$ cat config.mk
export PLATFORM = sky130hd
export DESIGN_NAME = sdw_watchdogs
export DESIGN_NICKNAME = d
export VERILOG_FILES = /design/src/sdw_pkg.sv /design/src/sdw_timer.sv /design/src/sdw_watchdogs.sv
export VERILOG_INCLUDE_DIRS = /design/src
export SDC_FILE = /design/constraint.sdc
export NUM_CORES = 1
export LEC_CHECK = 0
export ABC_AREA = 1
export BUFFER_PORTS_ARGS = -buffer_cell sky130_fd_sc_hd__buf_2
export CAP_MARGIN = 0
export CORE_MARGIN = 4
export CORE_UTILIZATION = 45
export CTS_BUF_LIST = sky130_fd_sc_hd__clkbuf_4 sky130_fd_sc_hd__clkbuf_8 sky130_fd_sc_hd__clkbuf_16
export CTS_CLUSTER_SIZE = 40
export DETAILED_ROUTE_END_ITERATION = 6
export GPL_ROUTABILITY_DRIVEN = 0
export PLACE_DENSITY = 0.7
export SLEW_MARGIN = 20
export SYNTH_ARGS = -nofsm -noshare
export SYNTH_HDL_FRONTEND = slang
export SYNTH_SLANG_ARGS = --single-unit
$ cat constraint.sdc
create_clock -name clk -period 2.3 [get_ports clk]
set_input_delay 0.115 -clock clk [delete_from_list [all_inputs] [get_ports clk]]
set_output_delay 0.115 -clock clk [all_outputs]
set_load 0.05 [all_outputs]
$ cat src/sdw_map.svh
// register map, field positions, reset values and timing constants of the dual watchdog
// assumes byte offsets as seen on both register ports, 16-bit data words
// Contract
// - host watchdog time is 16-bit increment count
// - host watchdog time zero disables it
// - one shared process watchdog, zero disables
// - enabled buffer writes restart process watchdog
// - process status reads 0 when expired
// - write-ack mode: host write clears event bit
// - read-ack mode: host read clears, writes ignored
// - process expiry counter saturates at FF
// - network write to the counter word clears both counters, host writes ignored
// - time registers network writable, host read-only
// - host expiry counter saturates at FF
// - event bit 6 set on process expiry
`ifndef SDW_MAP_SVH
`define SDW_MAP_SVH
`define SDW_OFS_DIVIDER      16'h0400
`define SDW_OFS_HOST_TIME    16'h0410
`define SDW_OFS_PROC_TIME    16'h0420
`define SDW_OFS_PROC_STATUS  16'h0440
`define SDW_OFS_COUNTERS     16'h0442
`define SDW_EVENT_BIT        6
`define SDW_TICK_NS          100000
`define SDW_CLK_NS           10
`define SDW_RST_DIVIDER      16'h270F
`define SDW_RST_TIME         16'h03E8
`define SDW_CNT_MAX          8'hFF
`endif

$ cat src/sdw_pkg.sv
// types shared by the dual watchdog files
// assumes sdw_map.svh is compiled alongside
package sdw_pkg;
    // one register access from either port
    typedef struct packed {
        logic        rd;   // read strobe, one cycle
        logic        wr;   // write strobe, one cycle
        logic [15:0] addr; // byte offset
        logic [15:0] wdata;
    } sdw_acc_t;
    // watchdog counter state, gray coded
    typedef enum logic [1:0] {
        SDW_OFF     = 2'b00,
        SDW_RUN     = 2'b01,
        SDW_EXPIRED = 2'b11
    } sdw_state_t;
endpackage

$ cat src/sdw_timer.sv
// one watchdog: counts shared ticks since restart and flags expiry
// assumes tick is a one-cycle pulse in the clk domain
`timescale 1ns/1ps
`include "sdw_map.svh"
module sdw_timer (
    // clock and reset
    input  wire logic              clk,
    input  wire logic              sys_rst,
    // control
    input  wire logic              tick,
    input  wire logic              restart,
    input  wire logic [15:0]       wd_time,
    // status
    output sdw_pkg::sdw_state_t    state,
    output logic                   expire_pulse
);
    import sdw_pkg::*;
    logic [15:0] ticks; // increments since restart

    // tick count and state; restart outranks a tick in the same cycle
    always_ff @(posedge clk) begin
        expire_pulse <= 1'b0;
        if (sys_rst) begin
            ticks <= 16'h0000;
            state <= SDW_OFF;
        end else if (wd_time == 16'h0000) begin
            ticks <= 16'h0000;
            state <= SDW_OFF;
        end else if (restart) begin
            ticks <= 16'h0000;
            state <= SDW_RUN;
        end else begin
            case (state)
                SDW_OFF: begin
                    // a time just made nonzero arms the watchdog from zero
                    ticks <= 16'h0000;
                    state <= SDW_RUN;
                end
                SDW_RUN: begin
                    if (tick) begin
                        if (ticks + 16'h0001 >= wd_time) begin
                            state        <= SDW_EXPIRED;
                            expire_pulse <= 1'b1;
                        end
                        ticks <= ticks + 16'h0001;
                    end
                end
                SDW_EXPIRED: begin
                    // stays expired until the next restart or a zero time
                    state <= SDW_EXPIRED;
                end
                default: begin
                    // unused code falls back to off
                    ticks <= 16'h0000;
                    state <= SDW_OFF;
                end
            endcase
        end
    end

    property p_off_quiet;
        @(posedge clk) disable iff (sys_rst)
        (wd_time == 16'h0000) |=> !expire_pulse && state != SDW_EXPIRED;
    endproperty
    a_off_quiet: assert property (p_off_quiet) else $error("disabled watchdog expired");

    property p_restart_clears;
        @(posedge clk) disable iff (sys_rst)
        (restart && wd_time != 16'h0000 && $past(wd_time) == wd_time) |=> state == SDW_RUN && ticks == 16'h0000;
    endproperty
    a_restart_clears: assert property (p_restart_clears) else $error("restart did not rearm");
endmodule

$ cat src/sdw_watchdogs.sv
// dual watchdog: host interface and process data, with status, event and counters
// assumes both register ports present one-cycle strobes synchronous to clk
`timescale 1ns/1ps
`include "sdw_map.svh"
module sdw_watchdogs #(
    parameter int unsigned TICK_CYCLES = `SDW_TICK_NS / `SDW_CLK_NS // cycles per divider unit at reset
) (
    // clock and reset
    input  wire logic              clk,
    input  wire logic              sys_rst,
    // network side port
    input  sdw_pkg::sdw_acc_t      net_acc,
    output logic [15:0]            net_rdata,
    // local host interface
    input  sdw_pkg::sdw_acc_t      host_acc,
    input  wire logic              host_any_access,
    input  wire logic              write_ack_mode,
    output logic [15:0]            host_rdata,
    // buffer manager triggers
    input  wire logic              buf_write,
    input  wire logic              buf_trigger_en,
    // status out
    output logic                   event_request,
    output logic                   host_expired,
    output logic                   proc_expired
);
    import sdw_pkg::*;

    // registers and internal state
    logic [15:0] divider;       // clock cycles per tick minus one
    logic [15:0] host_time;     // host watchdog time
    logic [15:0] proc_time;     // process watchdog time
    logic [15:0] div_count;     // running divider
    logic        tick;          // shared increment pulse
    logic [7:0]  proc_count;    // process expiry counter
    logic [7:0]  host_count;    // host expiry counter
    sdw_state_t  host_state;    // host watchdog state
    sdw_state_t  proc_state;    // process watchdog state
    logic        host_exp_p;    // one-cycle host expiry pulse
    logic        proc_exp_p;    // one-cycle process expiry pulse
    logic        proc_rst_trig; // process watchdog restart request

    // decode helper: exact word match on an access
    function automatic logic hit(input sdw_acc_t a, input logic [15:0] ofs);
        hit = (a.addr == ofs);
    endfunction

    // time registers written only from the network side; host writes ignored
    always_ff @(posedge clk) begin
        if (sys_rst) begin
            divider   <= `SDW_RST_DIVIDER;
            host_time <= `SDW_RST_TIME;
            proc_time <= `SDW_RST_TIME;
        end else if (net_acc.wr) begin
            if (hit(net_acc, `SDW_OFS_DIVIDER))
                divider <= net_acc.wdata;
            if (hit(net_acc, `SDW_OFS_HOST_TIME))
                host_time <= net_acc.wdata;
            if (hit(net_acc, `SDW_OFS_PROC_TIME))
                proc_time <= net_acc.wdata;
        end
    end

    // shared tick: one pulse every divider+1 clocks, so the tick period follows the register
    always_ff @(posedge clk) begin
        if (sys_rst) begin
            div_count <= 16'h0000;
            tick      <= 1'b0;
        end else if (div_count >= divider) begin
            div_count <= 16'h0000;
            tick      <= 1'b1;
        end else begin
            div_count <= div_count + 16'h0001;
            tick      <= 1'b0;
        end
    end

    // only buffer writes with triggering enabled restart the process watchdog
    assign proc_rst_trig = buf_write && buf_trigger_en;

    // host interface watchdog, restarted by every host access
    sdw_timer u_host (
        .clk          (clk),
        .sys_rst      (sys_rst),
        .tick         (tick),
        .restart      (host_any_access),
        .wd_time      (host_time),
        .state        (host_state),
        .expire_pulse (host_exp_p)
    );

    // single process watchdog shared by all buffer managers
    sdw_timer u_proc (
        .clk          (clk),
        .sys_rst      (sys_rst),
        .tick         (tick),
        .restart      (proc_rst_trig),
        .wd_time      (proc_time),
        .state        (proc_state),
        .expire_pulse (proc_exp_p)
    );

    // event request bit: expiry wins over an acknowledge in the same cycle
    always_ff @(posedge clk) begin
        if (sys_rst)
            event_request <= 1'b0;
        else if (proc_exp_p)
            event_request <= 1'b1;
        else if (write_ack_mode && host_acc.wr && hit(host_acc, `SDW_OFS_PROC_STATUS))
            event_request <= 1'b0;
        else if (!write_ack_mode && host_acc.rd && hit(host_acc, `SDW_OFS_PROC_STATUS))
            event_request <= 1'b0;
    end

    // expiry counters; a network write to the counter word at 0x0442 clears both, an expiry then still counts from zero
    always_ff @(posedge clk) begin
        if (sys_rst) begin
            proc_count <= 8'h00;
            host_count <= 8'h00;
        end else begin
            if (net_acc.wr && hit(net_acc, `SDW_OFS_COUNTERS)) begin
                proc_count <= {7'h00, proc_exp_p};
                host_count <= {7'h00, host_exp_p};
            end else begin
                if (proc_exp_p && proc_count != `SDW_CNT_MAX)
                    proc_count <= proc_count + 8'h01;
                if (host_exp_p && host_count != `SDW_CNT_MAX)
                    host_count <= host_count + 8'h01;
            end
        end
    end

    // read mux: registered data, one cycle after the strobe
    function automatic logic [15:0] rd_mux(input logic [15:0] addr, input logic [15:0] div,
                                           input logic [15:0] ht, input logic [15:0] pt,
                                           input logic pexp, input logic [7:0] pc,
                                           input logic [7:0] hc);
        case (addr)
            `SDW_OFS_DIVIDER:     rd_mux = div;
            `SDW_OFS_HOST_TIME:   rd_mux = ht;
            `SDW_OFS_PROC_TIME:   rd_mux = pt;
            `SDW_OFS_PROC_STATUS: rd_mux = {15'h0000, !pexp};
            `SDW_OFS_COUNTERS:    rd_mux = {hc, pc};
            default:              rd_mux = 16'h0000;          // unmapped reads zero
        endcase
    endfunction

    // both read ports and status flops
    always_ff @(posedge clk) begin
        if (sys_rst) begin
            net_rdata    <= 16'h0000;
            host_rdata   <= 16'h0000;
            host_expired <= 1'b0;
            proc_expired <= 1'b0;
        end else begin
            net_rdata    <= rd_mux(net_acc.addr, divider, host_time, proc_time,
                                   proc_state == SDW_EXPIRED, proc_count, host_count);
            host_rdata   <= rd_mux(host_acc.addr, divider, host_time, proc_time,
                                   proc_state == SDW_EXPIRED, proc_count, host_count);
            host_expired <= (host_state == SDW_EXPIRED);
            proc_expired <= (proc_state == SDW_EXPIRED);
        end
    end

    // checks on the event bit, the counters, the time registers and the tick
    property p_event_set;
        @(posedge clk) disable iff (sys_rst)
        proc_exp_p |=> event_request;
    endproperty
    a_event_set: assert property (p_event_set) else $error("event bit not set on expiry");

    property p_wr_ignored;
        @(posedge clk) disable iff (sys_rst)
        (!write_ack_mode && event_request && !proc_exp_p && !host_acc.rd) |=> event_request;
    endproperty
    a_wr_ignored: assert property (p_wr_ignored) else $error("event bit cleared without read");

    property p_host_ro;
        @(posedge clk) disable iff (sys_rst)
        !net_acc.wr |=> $stable(host_time) && $stable(proc_time);
    endproperty
    a_host_ro: assert property (p_host_ro) else $error("time changed without network write");

    property p_sat;
        @(posedge clk) disable iff (sys_rst)
        (proc_count == 8'hFF && !net_acc.wr) |=> proc_count == 8'hFF;
    endproperty
    a_sat: assert property (p_sat) else $error("process counter wrapped");

    property p_host_sat;
        @(posedge clk) disable iff (sys_rst)
        (host_count == 8'hFF && !net_acc.wr) |=> host_count == 8'hFF;
    endproperty
    a_host_sat: assert property (p_host_sat) else $error("host counter wrapped");

    property p_clear_both;
        @(posedge clk) disable iff (sys_rst)
        (net_acc.wr && net_acc.addr == `SDW_OFS_COUNTERS && !proc_exp_p && !host_exp_p)
            |=> proc_count == 8'h00 && host_count == 8'h00;
    endproperty
    a_clear_both: assert property (p_clear_both) else $error("counters not cleared");

    property p_wack;
        @(posedge clk) disable iff (sys_rst)
        (write_ack_mode && host_acc.wr && host_acc.addr == 16'h0440 && !proc_exp_p) |=> !event_request;
    endproperty
    a_wack: assert property (p_wack) else $error("write ack did not clear");

    property p_tick_spacing;
        @(posedge clk) disable iff (sys_rst)
        (tick && divider == 16'h0001 && $stable(divider)) |=> !tick ##1 tick;
    endproperty
    a_tick_spacing: assert property (p_tick_spacing) else $error("tick period wrong");

    property p_read_ack;
        @(posedge clk) disable iff (sys_rst)
        (!write_ack_mode && host_acc.rd && host_acc.addr == `SDW_OFS_PROC_STATUS && !proc_exp_p)
            |=> !event_request;
    endproperty
    a_read_ack: assert property (p_read_ack) else $error("read ack did not clear");

    property p_status_read;
        @(posedge clk) disable iff (sys_rst)
        (host_acc.rd && host_acc.addr == `SDW_OFS_PROC_STATUS) |=> host_rdata == {15'h0000, !proc_expired};
    endproperty
    a_status_read: assert property (p_status_read) else $error("status read disagrees with expiry");

    property p_proc_count_step;
        @(posedge clk) disable iff (sys_rst)
        (proc_exp_p && proc_count != 8'hFF && !(net_acc.wr && net_acc.addr == `SDW_OFS_COUNTERS))
            |=> proc_count == $past(proc_count) + 8'h01;
    endproperty
    a_proc_count_step: assert property (p_proc_count_step) else $error("process counter missed an expiry");
endmodule

==> results.json, run 1 <==
{
  "initial_core_util": 0.458,
  "cp.arrival_ns": 2.61,
  "cts_buffer_depth": 2,
  "overflow": 0,
  "min_from": "net_acc[8]",
  "area_growth_syn_to_layout_pct": 22.6,
  "critPathKind": "reg -> reg",
  "async_reset_ff_frac": 0,
  "fin_skew_ns": 0.00897,
  "io-pin-count": 109,
  "max-vdd-ir-drop_uv": 532,
  "hold_violations": 0,
  "cp_data_required_time_ns": 2.64,
  "grt_use_total": 0.244,
  "ys_warn_count": 0,
  "wl_per_cell_um": 16.3,
  "ys.flop_type": "dfxtp_1",
  "hold_path_end": "divider[8]",
  "relSlewSlack": 0.665,
  "cellLeakagePower_nw": 5.11,
  "nNetsFinal": 1565,
  "top_layer": "met4",
  "crit_fanout": 3,
  "diodes": 0,
  "synth-edff-count": 0,
  "antenna_found_initial": 0,
  "tritoncts": "yes",
  "drc": 0,
  "viasPerCell": 5.39,
  "grt_start_max_net_pins": 51,
  "reg2reg_from": "u_host.ticks[3]",
  "r2r_setup_slack_ns": 0.03,
  "synth_common_cells": "nand2_1 (326), inv_1 (167), nor2_1 (155), dfxtp_1 (154), nand4_1 (92)",
  "synth_most_common_cell": "nand2_1",
  "fin_setup_tns_ns": 0,
  "clk_latency_ns": 0.44,
  "synth-seq-cells": 154,
  "synth_fp_nets": 1432,
  "final_area_um2": 11000,
  "status": "finished clean",
  "finalCritPeriodShare": 0.986,
  "finalMaxSlewViolations": 0,
  "core-area_um2": 19500,
  "start_kind": "flip-flop",
  "grt_pass1_wl_um": 42800,
  "post-route-min-period_ns": 2.27,
  "synthDistinctLibCells": 45,
  "ys_top_cells_by_area": "dfxtp_1 (34%), nand2_1 (14%), ha_1 (7.4%)",
  "ff2ff_path_depth": 13,
  "seq_area_frac_synth": 0.345,
  "h-tree-depth": 4,
  "synth_top_area_frac": 0.345,
  "timing.fmax_mhz": 441,
  "powerDensity_nw_per_um2": 541,
  "tightest_slew_ns": 0.502,
  "switching_power_mw": 1.42,
  "rr_endpoint": "u_host.state[1]",
  "p_comb_frac": 0.044,
  "wl_um": 27900,
  "end_kind": "flip-flop",
  "syn_inst": 1305,
  "cts_buffers": 17,
  "postPlaceCellArea_um2": 9810,
  "grt_pass1_vias": 8318,
  "clk_pin_slew_worst_paths_ns": 0.07,
  "cts_sinks": 154,
  "wl_met3_um": 2380,
  "finalSetupViolCount": 0,
  "drtIter0Drc": 939,
  "drt-pass1-iter-count": 6,
  "rsz0062_at_grt": "true",
  "die-width_um": 149,
  "syn_area_per_cell_um2": 6.85,
  "hold_path.class": "in -> reg",
  "wl_met1_um": 11600,
  "worst_hold_path.num_cells": 3,
  "p_sw_frac": 0.239,
  "internal_power_mw": 4.51,
  "die_h_um": 149,
  "rows": 51,
  "netlist_area_um2": 8940,
  "synth_top_area_cell": "dfxtp_1",
  "ant_nets": 0,
  "wl_met2_um": 12600,
  "dp_hpwl_um": 20500,
  "holdWs_ns": 0.0219,
  "clock-root-buffer": "clkbuf_16",
  "dieArea_um2": 22200,
  "fin_util": 0.562,
  "maxCapViolations": 0,
  "nFillCells": 1850,
  "seqPwrFrac": 0.451,
  "drive_gt1_frac": 0.189,
  "clkPwrFrac": 0.505,
  "port_buffers": 91,
  "power_mw": 5.93,
  "num_vias": 9241
}
-- per-stage QoR --
stage | setup slack (ns) | instances
3_3_place_gp | -0.00103 | 1661
5_1_grt | -0.104 | 1716
6_report | 0.0323 | 1716
3_5_place_dp | -0.0374 | 1661
2_1_floorplan | 0.108 | 1305
4_1_cts | 0.000997 | 1708
-- metal layers --
metal / vias up / global-route usage
met5: - / 0
li1: 4523 / -
met2: 435 / 0.383
met3: 91 / 0.0471
met4: 0 / 0.115
met1: 4192 / 0.325
-- worst max-delay path: stages, from the launching register on --
cell and delay, ns:
dfxtp_4 0.38, inv_2 0.06, nor3_2 0.21, nand2_2 0.11
buf_4 0.16, nor2_4 0.10, xor2_2 0.18, ha_1 0.27
a21oi_1 0.16, o21ai_0 0.12, a21oi_1 0.20, nand4_1 0.11
nand2_1 0.09, inv_1 0.03
-- how the worst max path moves through the flow --
stage	cells past startpoint	endpoint	slack (ns)	start
final	13	u_host.state[1]	0.03	u_host.ticks[3]
after CTS	14	u_proc.state[1]	0.001	u_proc.ticks[0]
after global placement	14	u_proc.state[1]	-0.001	u_proc.ticks[0]
after global routing	14	u_host.state[1]	-0.10	u_host.ticks[3]
after detailed placement	14	u_proc.state[1]	-0.04	u_proc.ticks[1]
after floorplan	14	u_host.expire_pulse	0.11	u_host.ticks[0]
-- cells in the final DEF (no fill, tap or decap), types with 43 or more instances in the layout --
cell type / instances
nand4_1: 92
o21ai_0: 43
dfxtp_1: 144
buf_2: 91
buf_4: 50
ha_1: 47
nand2_1: 311
nor2_1: 151
nand3_1: 50
a21oi_1: 71
inv_1: 159
-- cells by family (layout without fill, tap and decap cells) --
| group | Yosys count | after routing | share of synthesized area |
|---|---|---|---|
| and+or+nand+nor | 677 | 677 | 0.338 |
| buffers and inverters | 217 | 363 | 0.102 |
| AOI/OAI and AO/OA | 162 | 162 | 0.0997 |
| DFF | 154 | 154 | 0.345 |
| adders and majority gates | 53 | 53 | 0.0741 |
| xor gates and xnor gates | 41 | 41 | 0.0402 |
| muxes | 1 | 1 | 0.00112 |
-- state kept, by name, indices dropped and copies added (netlist names) --
name and count:
div_count 16, divider 16, host_rdata 16, host_time 16, net_rdata 16, proc_time 16, u_host.ticks 16, u_proc.ticks 16
host_count 8, proc_count 8, u_host.state 2, u_proc.state 2, event_request 1, host_expired 1, proc_expired 1, tick 1
u_host.expire_pulse 1, u_proc.expire_pulse 1
-- area by class of cell --
cell class | count | area (um^2) | area share
Inverter | 174 | 653 | 0.0595
Multi-Input combinational cell | 934 | 5260 | 0.480
Sequential cell | 154 | 3100 | 0.283
Timing Repair Buffer | 157 | 1000 | 0.0913
Clock inverter | 14 | 185 | 0.0169
Tap cell | 265 | 332 | 0.0302
Clock buffer | 18 | 433 | 0.0395
-- timing repair --
| action | in CTS | in global routing |
|---|---|---|
| setup buffers | 0 | 8 |
| gates resized for setup | 2 | 80 |
| pin swaps | 0 | 34 |
| hold endpoints to repair | 36 | 0 |
| hold buffers | 15 | 0 |
| setup endpoints to repair | 3 | 4 |
-- power groups by stage --
| stage | clock network [mW] | logic, mW | registers (mW) |
|---|---|---|---|
| after floorplan | 0 | 0.127 | 2.74 |
| after global placement | 0 | 0.230 | 2.74 |
| after detailed placement | 0 | 0.234 | 2.74 |
| after CTS | 3.03 | 0.254 | 2.68 |
| after global routing | 3.15 | 0.281 | 2.68 |
| final | 2.99 | 0.259 | 2.68 |
Power figures use the tool's default switching activity.
==> run 2: changes to the inputs <==
PLACE_DENSITY = 0.67   (was 0.7)
clock period = 2.6 ns   (was 2.3 ns; I/O delays follow)
==> run 2 against run 1 <==
Effect of this change: the run now ends with design-rule violations left; sequential power fell by 12%; fmax fell by 3.1%; global-route usage fell by 0.17 points; wire length fell by 4.2%; clock skew rose by 0.0023 ns; clock-buffer cell count fell by 1; total power fell by 11%; register-to-register slack improved by 0.23 ns; worst setup slack improved by 0.23 ns; critical path type unchanged; critical endpoint is now u_proc.state[1].
==> results.json, run 2 (synthesized netlist as in run 1, its figures left out) <==
{
  "finalCritPeriodShare": 0.900,
  "max-vdd-ir-drop_uv": 470,
  "ant_nets": 0,
  "finalSetupViolCount": 0,
  "cts_buffers": 17,
  "die_h_um": 149,
  "cp_slowest_cell": "dfxtp_1",
  "drt-pass1-iter-count": 7,
  "initial_core_util": 0.458,
  "cts_buffer_depth": 2,
  "layout_commonest_cell": "nand2_1",
  "crit_buf_inv": 3,
  "grt_pass1_vias": 8178,
  "area_growth_syn_to_layout_pct": 16.4,
  "tritoncts": "yes",
  "wl_per_cell_um": 15.9,
  "dp_hpwl_um": 20200,
  "end_kind": "flip-flop",
  "fin_setup_tns_ns": 0,
  "timing.fmax_mhz": 427,
  "critPathKind": "reg -> reg",
  "critPathMaxStageDelay_ns": 0.38,
  "grt_pass1_wl_um": 42800,
  "clock-root-buffer": "clkbuf_16",
  "cp_data_required_time_ns": 2.98,
  "cellLeakagePower_nw": 4.93,
  "h-tree-depth": 4,
  "finalMaxSlewViolations": 0,
  "antenna_found_initial": 0,
  "maxCapViolations": 0,
  "clk_pin_slew_worst_paths_ns": 0.07,
  "post-route-min-period_ns": 2.34,
  "tightest_slew_ns": 0.723,
  "io-pin-count": 109,
  "crit_fanout": 5,
  "num_vias": 8937,
  "crit_chain": "inv_1 -> nor2_2 -> nand2_1 -> nor2_4 -> inv_1 -> nor2_1 -> xor2_1 -> ha_1 -> nand2_1 -> nor4_2 -> nand2_1 -> nand4_1 -> nand2_1 -> inv_1",
  "relSlewSlack": 0.516,
  "cp_top_family": "simple AND/OR/NAND/NOR gates",
  "diodes": 0,
  "nNetsFinal": 1531,
  "violations": "design-rule violations",
  "drive_gt1_frac": 0.128,
  "powerDensity_nw_per_um2": 507,
  "overflow": 0,
  "layout_setup_ws_ns": 0.261,
  "drtIter0Drc": 790,
  "wl_um": 26700,
  "cp.arrival_ns": 2.72,
  "port_buffers": 91,
  "clk_latency_ns": 0.43,
  "core-area_um2": 19500,
  "mostFrequentLayoutCells": "nand2_1 (325), inv_1 (167), nor2_1 (154)",
  "post-cts-setup-buffers": 0,
  "hold_path.class": "in -> reg",
  "rows": 51,
  "grt_use_total": 0.243,
  "cp_common_cell": "nand2_1",
  "fin_skew_ns": 0.0113,
  "start_kind": "flip-flop",
  "dp_slack_ns": 0.149,
  "grt_start_max_net_pins": 50,
  "cts_sinks": 154,
  "status": "complete, but fails checks",
  "drc": 5,
  "dieArea_um2": 22200,
  "die-width_um": 149,
  "hold_violations": 0,
  "viasPerCell": 5.31
}
run 2: cell types whose count changed in the layout (fill, tap and decap cells not counted), moves of 8 or more:
cell     change
buf_4       -31
nand2_1     +14
nand2_2     -14
dfxtp_1      +8
inv_1        +8
inv_2        -8
run 2: final cells by class:
| class | instances | area, um^2 |
|---|---|---|
| Inverter | 174 | 653 |
| Clock inverter | 15 | 201 |
| Multi-Input combinational cell | 934 | 4980 |
| Fill cell | 1934 | 9120 |
| Clock buffer | 17 | 425 |
| Timing Repair Buffer | 123 | 728 |
| Sequential cell | 154 | 3090 |
| Tap cell | 265 | 332 |
run 2: metrics by stage:
step | hold WS (ns) | cell area [um^2] | utilization | total power, mW | cells
floorplan | 0.243 | 8940 | - | 2.54 | 1305
CTS | 0.00408 | 10400 | 0.531 | 5.31 | 1682
finish | 0.00674 | 10400 | 0.533 | 5.27 | 1682
global route | 0.0298 | 10400 | 0.533 | 5.44 | 1682
global placement | 0.391 | 9620 | 0.493 | 2.63 | 1637
detailed placement | 0.398 | 9620 | 0.493 | 2.63 | 1637
run 2: what timing repair did:
item	in CTS	in global routing
endpoints found under the hold margin	33	0
hold buffers	13	0
gates resized for setup	0	9
endpoints found under the setup margin	0	3
run 2: worst paths after layout:
path / to / depth (start not counted) / slack, ns / from
worst max-delay path: u_proc.state[1] / 14 / 0.26 / u_proc.ticks[0]
worst min-delay path: u_proc.state[0] / 3 / 0.007 / buf_trigger_en
worst max register to register: u_proc.state[1] / 14 / 0.26 / u_proc.ticks[0]
worst min register to register: u_proc.ticks[15] / 2 / 0.47 / u_proc.ticks[15]
run 2: layer usage:
layer	up-vias	track usage	wire length [um]
li1	4473	-	-
met1	4035	0.331	11900
met2	357	0.367	11600
met3	72	0.0477	2130
met4	0	0.119	1150
met5	-	0	0
run 2: power by group:
part / switching [mW] / internal, mW
Sequential: 0.00658 / 2.36
Combinational: 0.147 / 0.0767
Clock: 1.12 / 1.56
run 2: tightest hold or removal path, delay by kind of cell:
family / cells / cell delay, ns
buffers and inverters: 1 / 0.10
AOI/OAI and AO/OA: 1 / 0.08
and+or+nand+nor: 1 / 0.07
==> run 3: changes to the inputs <==
CORE_MARGIN = default   (was 4)
==> run 3 against run 2 <==
Effect of this change: the run now ends clean; register-to-register slack got worse by 0.07 ns; final area decreased by 0.23%; highest routed layer unchanged; critical path type unchanged; wire length decreased by 0.50%; final cell count increased by 0.30%; die area decreased by 7.9%; non-clock buffer count increased by 5; clock power decreased by 9.0%; combinational power about the same.
==> results.json, run 3 (synthesized netlist as in run 1, its figures left out) <==
{
  "die_h_um": 143,
  "end_kind": "flip-flop",
  "dieArea_um2": 20400,
  "diodes": 0,
  "nFillCells": 1909,
  "grt_use_total": 0.272,
  "drive_gt1_frac": 0.131,
  "cp.arrival_ns": 2.74,
  "cp_common_cell": "inv_1",
  "tightest_slew_ns": 0.701,
  "core-area_um2": 19500,
  "critPathKind": "reg -> reg",
  "cts_buffers": 17,
  "finalCritPeriodShare": 0.926,
  "wl_um": 26600,
  "antenna_found_initial": 0,
  "fin_setup_tns_ns": 0,
  "crit_chain": "inv_1 -> nor2_2 -> nand2_1 -> nor2_4 -> inv_1 -> o21ai_0 -> inv_1 -> ha_1 -> a21oi_1 -> o21ai_0 -> a21oi_1 -> nand4_1 -> nand2_1 -> inv_1",
  "fin_skew_ns": 0.0100,
  "post-cts-setup-buffers": 0,
  "seqPwrFrac": 0.471,
  "ant_nets": 0,
  "initial_core_util": 0.460,
  "tritoncts": "yes",
  "cts_buffer_depth": 2,
  "rows": 51,
  "hold_path.class": "in -> reg",
  "clkPwrFrac": 0.484,
  "timing.fmax_mhz": 415,
  "switching_power_mw": 1.24,
  "crit_fanout": 5,
  "finalMaxSlewViolations": 0,
  "clock-root-buffer": "clkbuf_16",
  "cellLeakagePower_nw": 4.92,
  "rsz0062_at_grt": "false",
  "status": "finished clean",
  "layout_commonest_cell": "nand2_1",
  "critPathMaxStageDelay_ns": 0.38,
  "maxCapViolations": 0,
  "cp_data_required_time_ns": 2.93,
  "start_kind": "flip-flop",
  "finalSetupViolCount": 0,
  "grt_pass1_vias": 8141,
  "grt_start_max_net_pins": 51,
  "clk_latency_ns": 0.44,
  "max-vdd-ir-drop_uv": 441,
  "dp_hpwl_um": 20500,
  "cts_sinks": 154,
  "die-width_um": 143,
  "port_buffers": 91,
  "crit_buf_inv": 4,
  "grt_pass1_wl_um": 42300,
  "nNetsFinal": 1536,
  "powerDensity_nw_per_um2": 484,
  "internal_power_mw": 3.79,
  "drt-pass1-iter-count": 7,
  "clk_pin_slew_worst_paths_ns": 0.06,
  "post-route-min-period_ns": 2.41,
  "overflow": 0,
  "hold_violations": 0,
  "p_comb_frac": 0.045,
  "viasPerCell": 5.33,
  "p_sw_frac": 0.247,
  "wl_per_cell_um": 15.8,
  "drc": 0,
  "fin_util": 0.534,
  "cp_top_family": "compound AO/OA/AOI/OAI gates",
  "mostFrequentLayoutCells": "nand2_1 (325), inv_1 (167), nor2_1 (154)",
  "io-pin-count": 109,
  "h-tree-depth": 4,
  "drtIter0Drc": 856,
  "num_vias": 8987,
  "cp_slowest_cell": "dfxtp_1",
  "relSlewSlack": 0.531,
  "area_growth_syn_to_layout_pct": 16.1
}
## run 3: changes by cell type in the layout (fill, tap and decap cells not counted), sizes merged
cell,before,now
buf,110,115
bufinv,3,1
clkbuf,17,18
clkinv,4,5
clkinvlp,0,3
inv,182,179
## run 3: metrics by stage
stage	instance area, um^2	total power, mW	worst slack, ns	std cells	hold slack, ns
2_1_floorplan	8940	2.54	0.408	1305	0.243
3_3_place_gp	9660	2.63	0.153	1642	0.369
3_5_place_dp	9660	2.63	0.103	1642	0.375
4_1_cts	10400	5.06	0.0657	1687	0.0147
5_1_grt	10400	5.19	0.00615	1687	0.0372
6_report	10400	5.03	0.193	1687	0.0172
## run 3: final timing paths
path	end	slack, ns	startpoint	cells past startpoint
max reg2reg	u_proc.state[1]	0.19	u_proc.ticks[0]	14
max	u_proc.state[1]	0.19	u_proc.ticks[0]	14
min	u_proc.state[0]	0.02	buf_trigger_en	3
min reg2reg	host_expired	0.47	u_host.state[0]	2
## run 3: worst min-delay path, cell delays in order
cell and delay [ns]:
buf_2 0.10, nand2_1 0.08, a31oi_1 0.09
## run 3: power groups by stage
stage	combinational (mW)	sequential (mW)	clock (mW)
finish	0.224	2.37	2.44
global route	0.247	2.37	2.57
CTS	0.222	2.37	2.46
detailed placement	0.206	2.42	0
global placement	0.204	2.42	0
floorplan	0.112	2.42	0
## run 3: layout make-up
class,count,area [um^2],share of cell area
Clock buffer,18,433,0.0417
Timing Repair Buffer,128,766,0.0737
Inverter,174,653,0.0629
Clock inverter,14,135,0.0130
Tap cell,265,332,0.0319
Multi-Input combinational cell,934,4980,0.480
Sequential cell,154,3080,0.297
## run 3: routing by layer
| metal | global-route usage | part of all wire | up-vias | routed length, um |
|---|---|---|---|---|
| li1 | - | - | 4475 | - |
| met1 | 0.357 | 0.45 | 4047 | 11900 |
| met2 | 0.416 | 0.43 | 379 | 11400 |
| met3 | 0.0550 | 0.077 | 86 | 2050 |
| met4 | 0.147 | 0.049 | 0 | 1300 |
| met5 | 0 | 0 | - | 0 |
## run 3: what timing repair did
| action | CTS | global route |
|---|---|---|
| gates resized for setup | 0 | 7 |
| hold buffers | 13 | 0 |
| endpoints found under the hold margin | 32 | 0 |
| setup endpoints to repair | 0 | 4 |
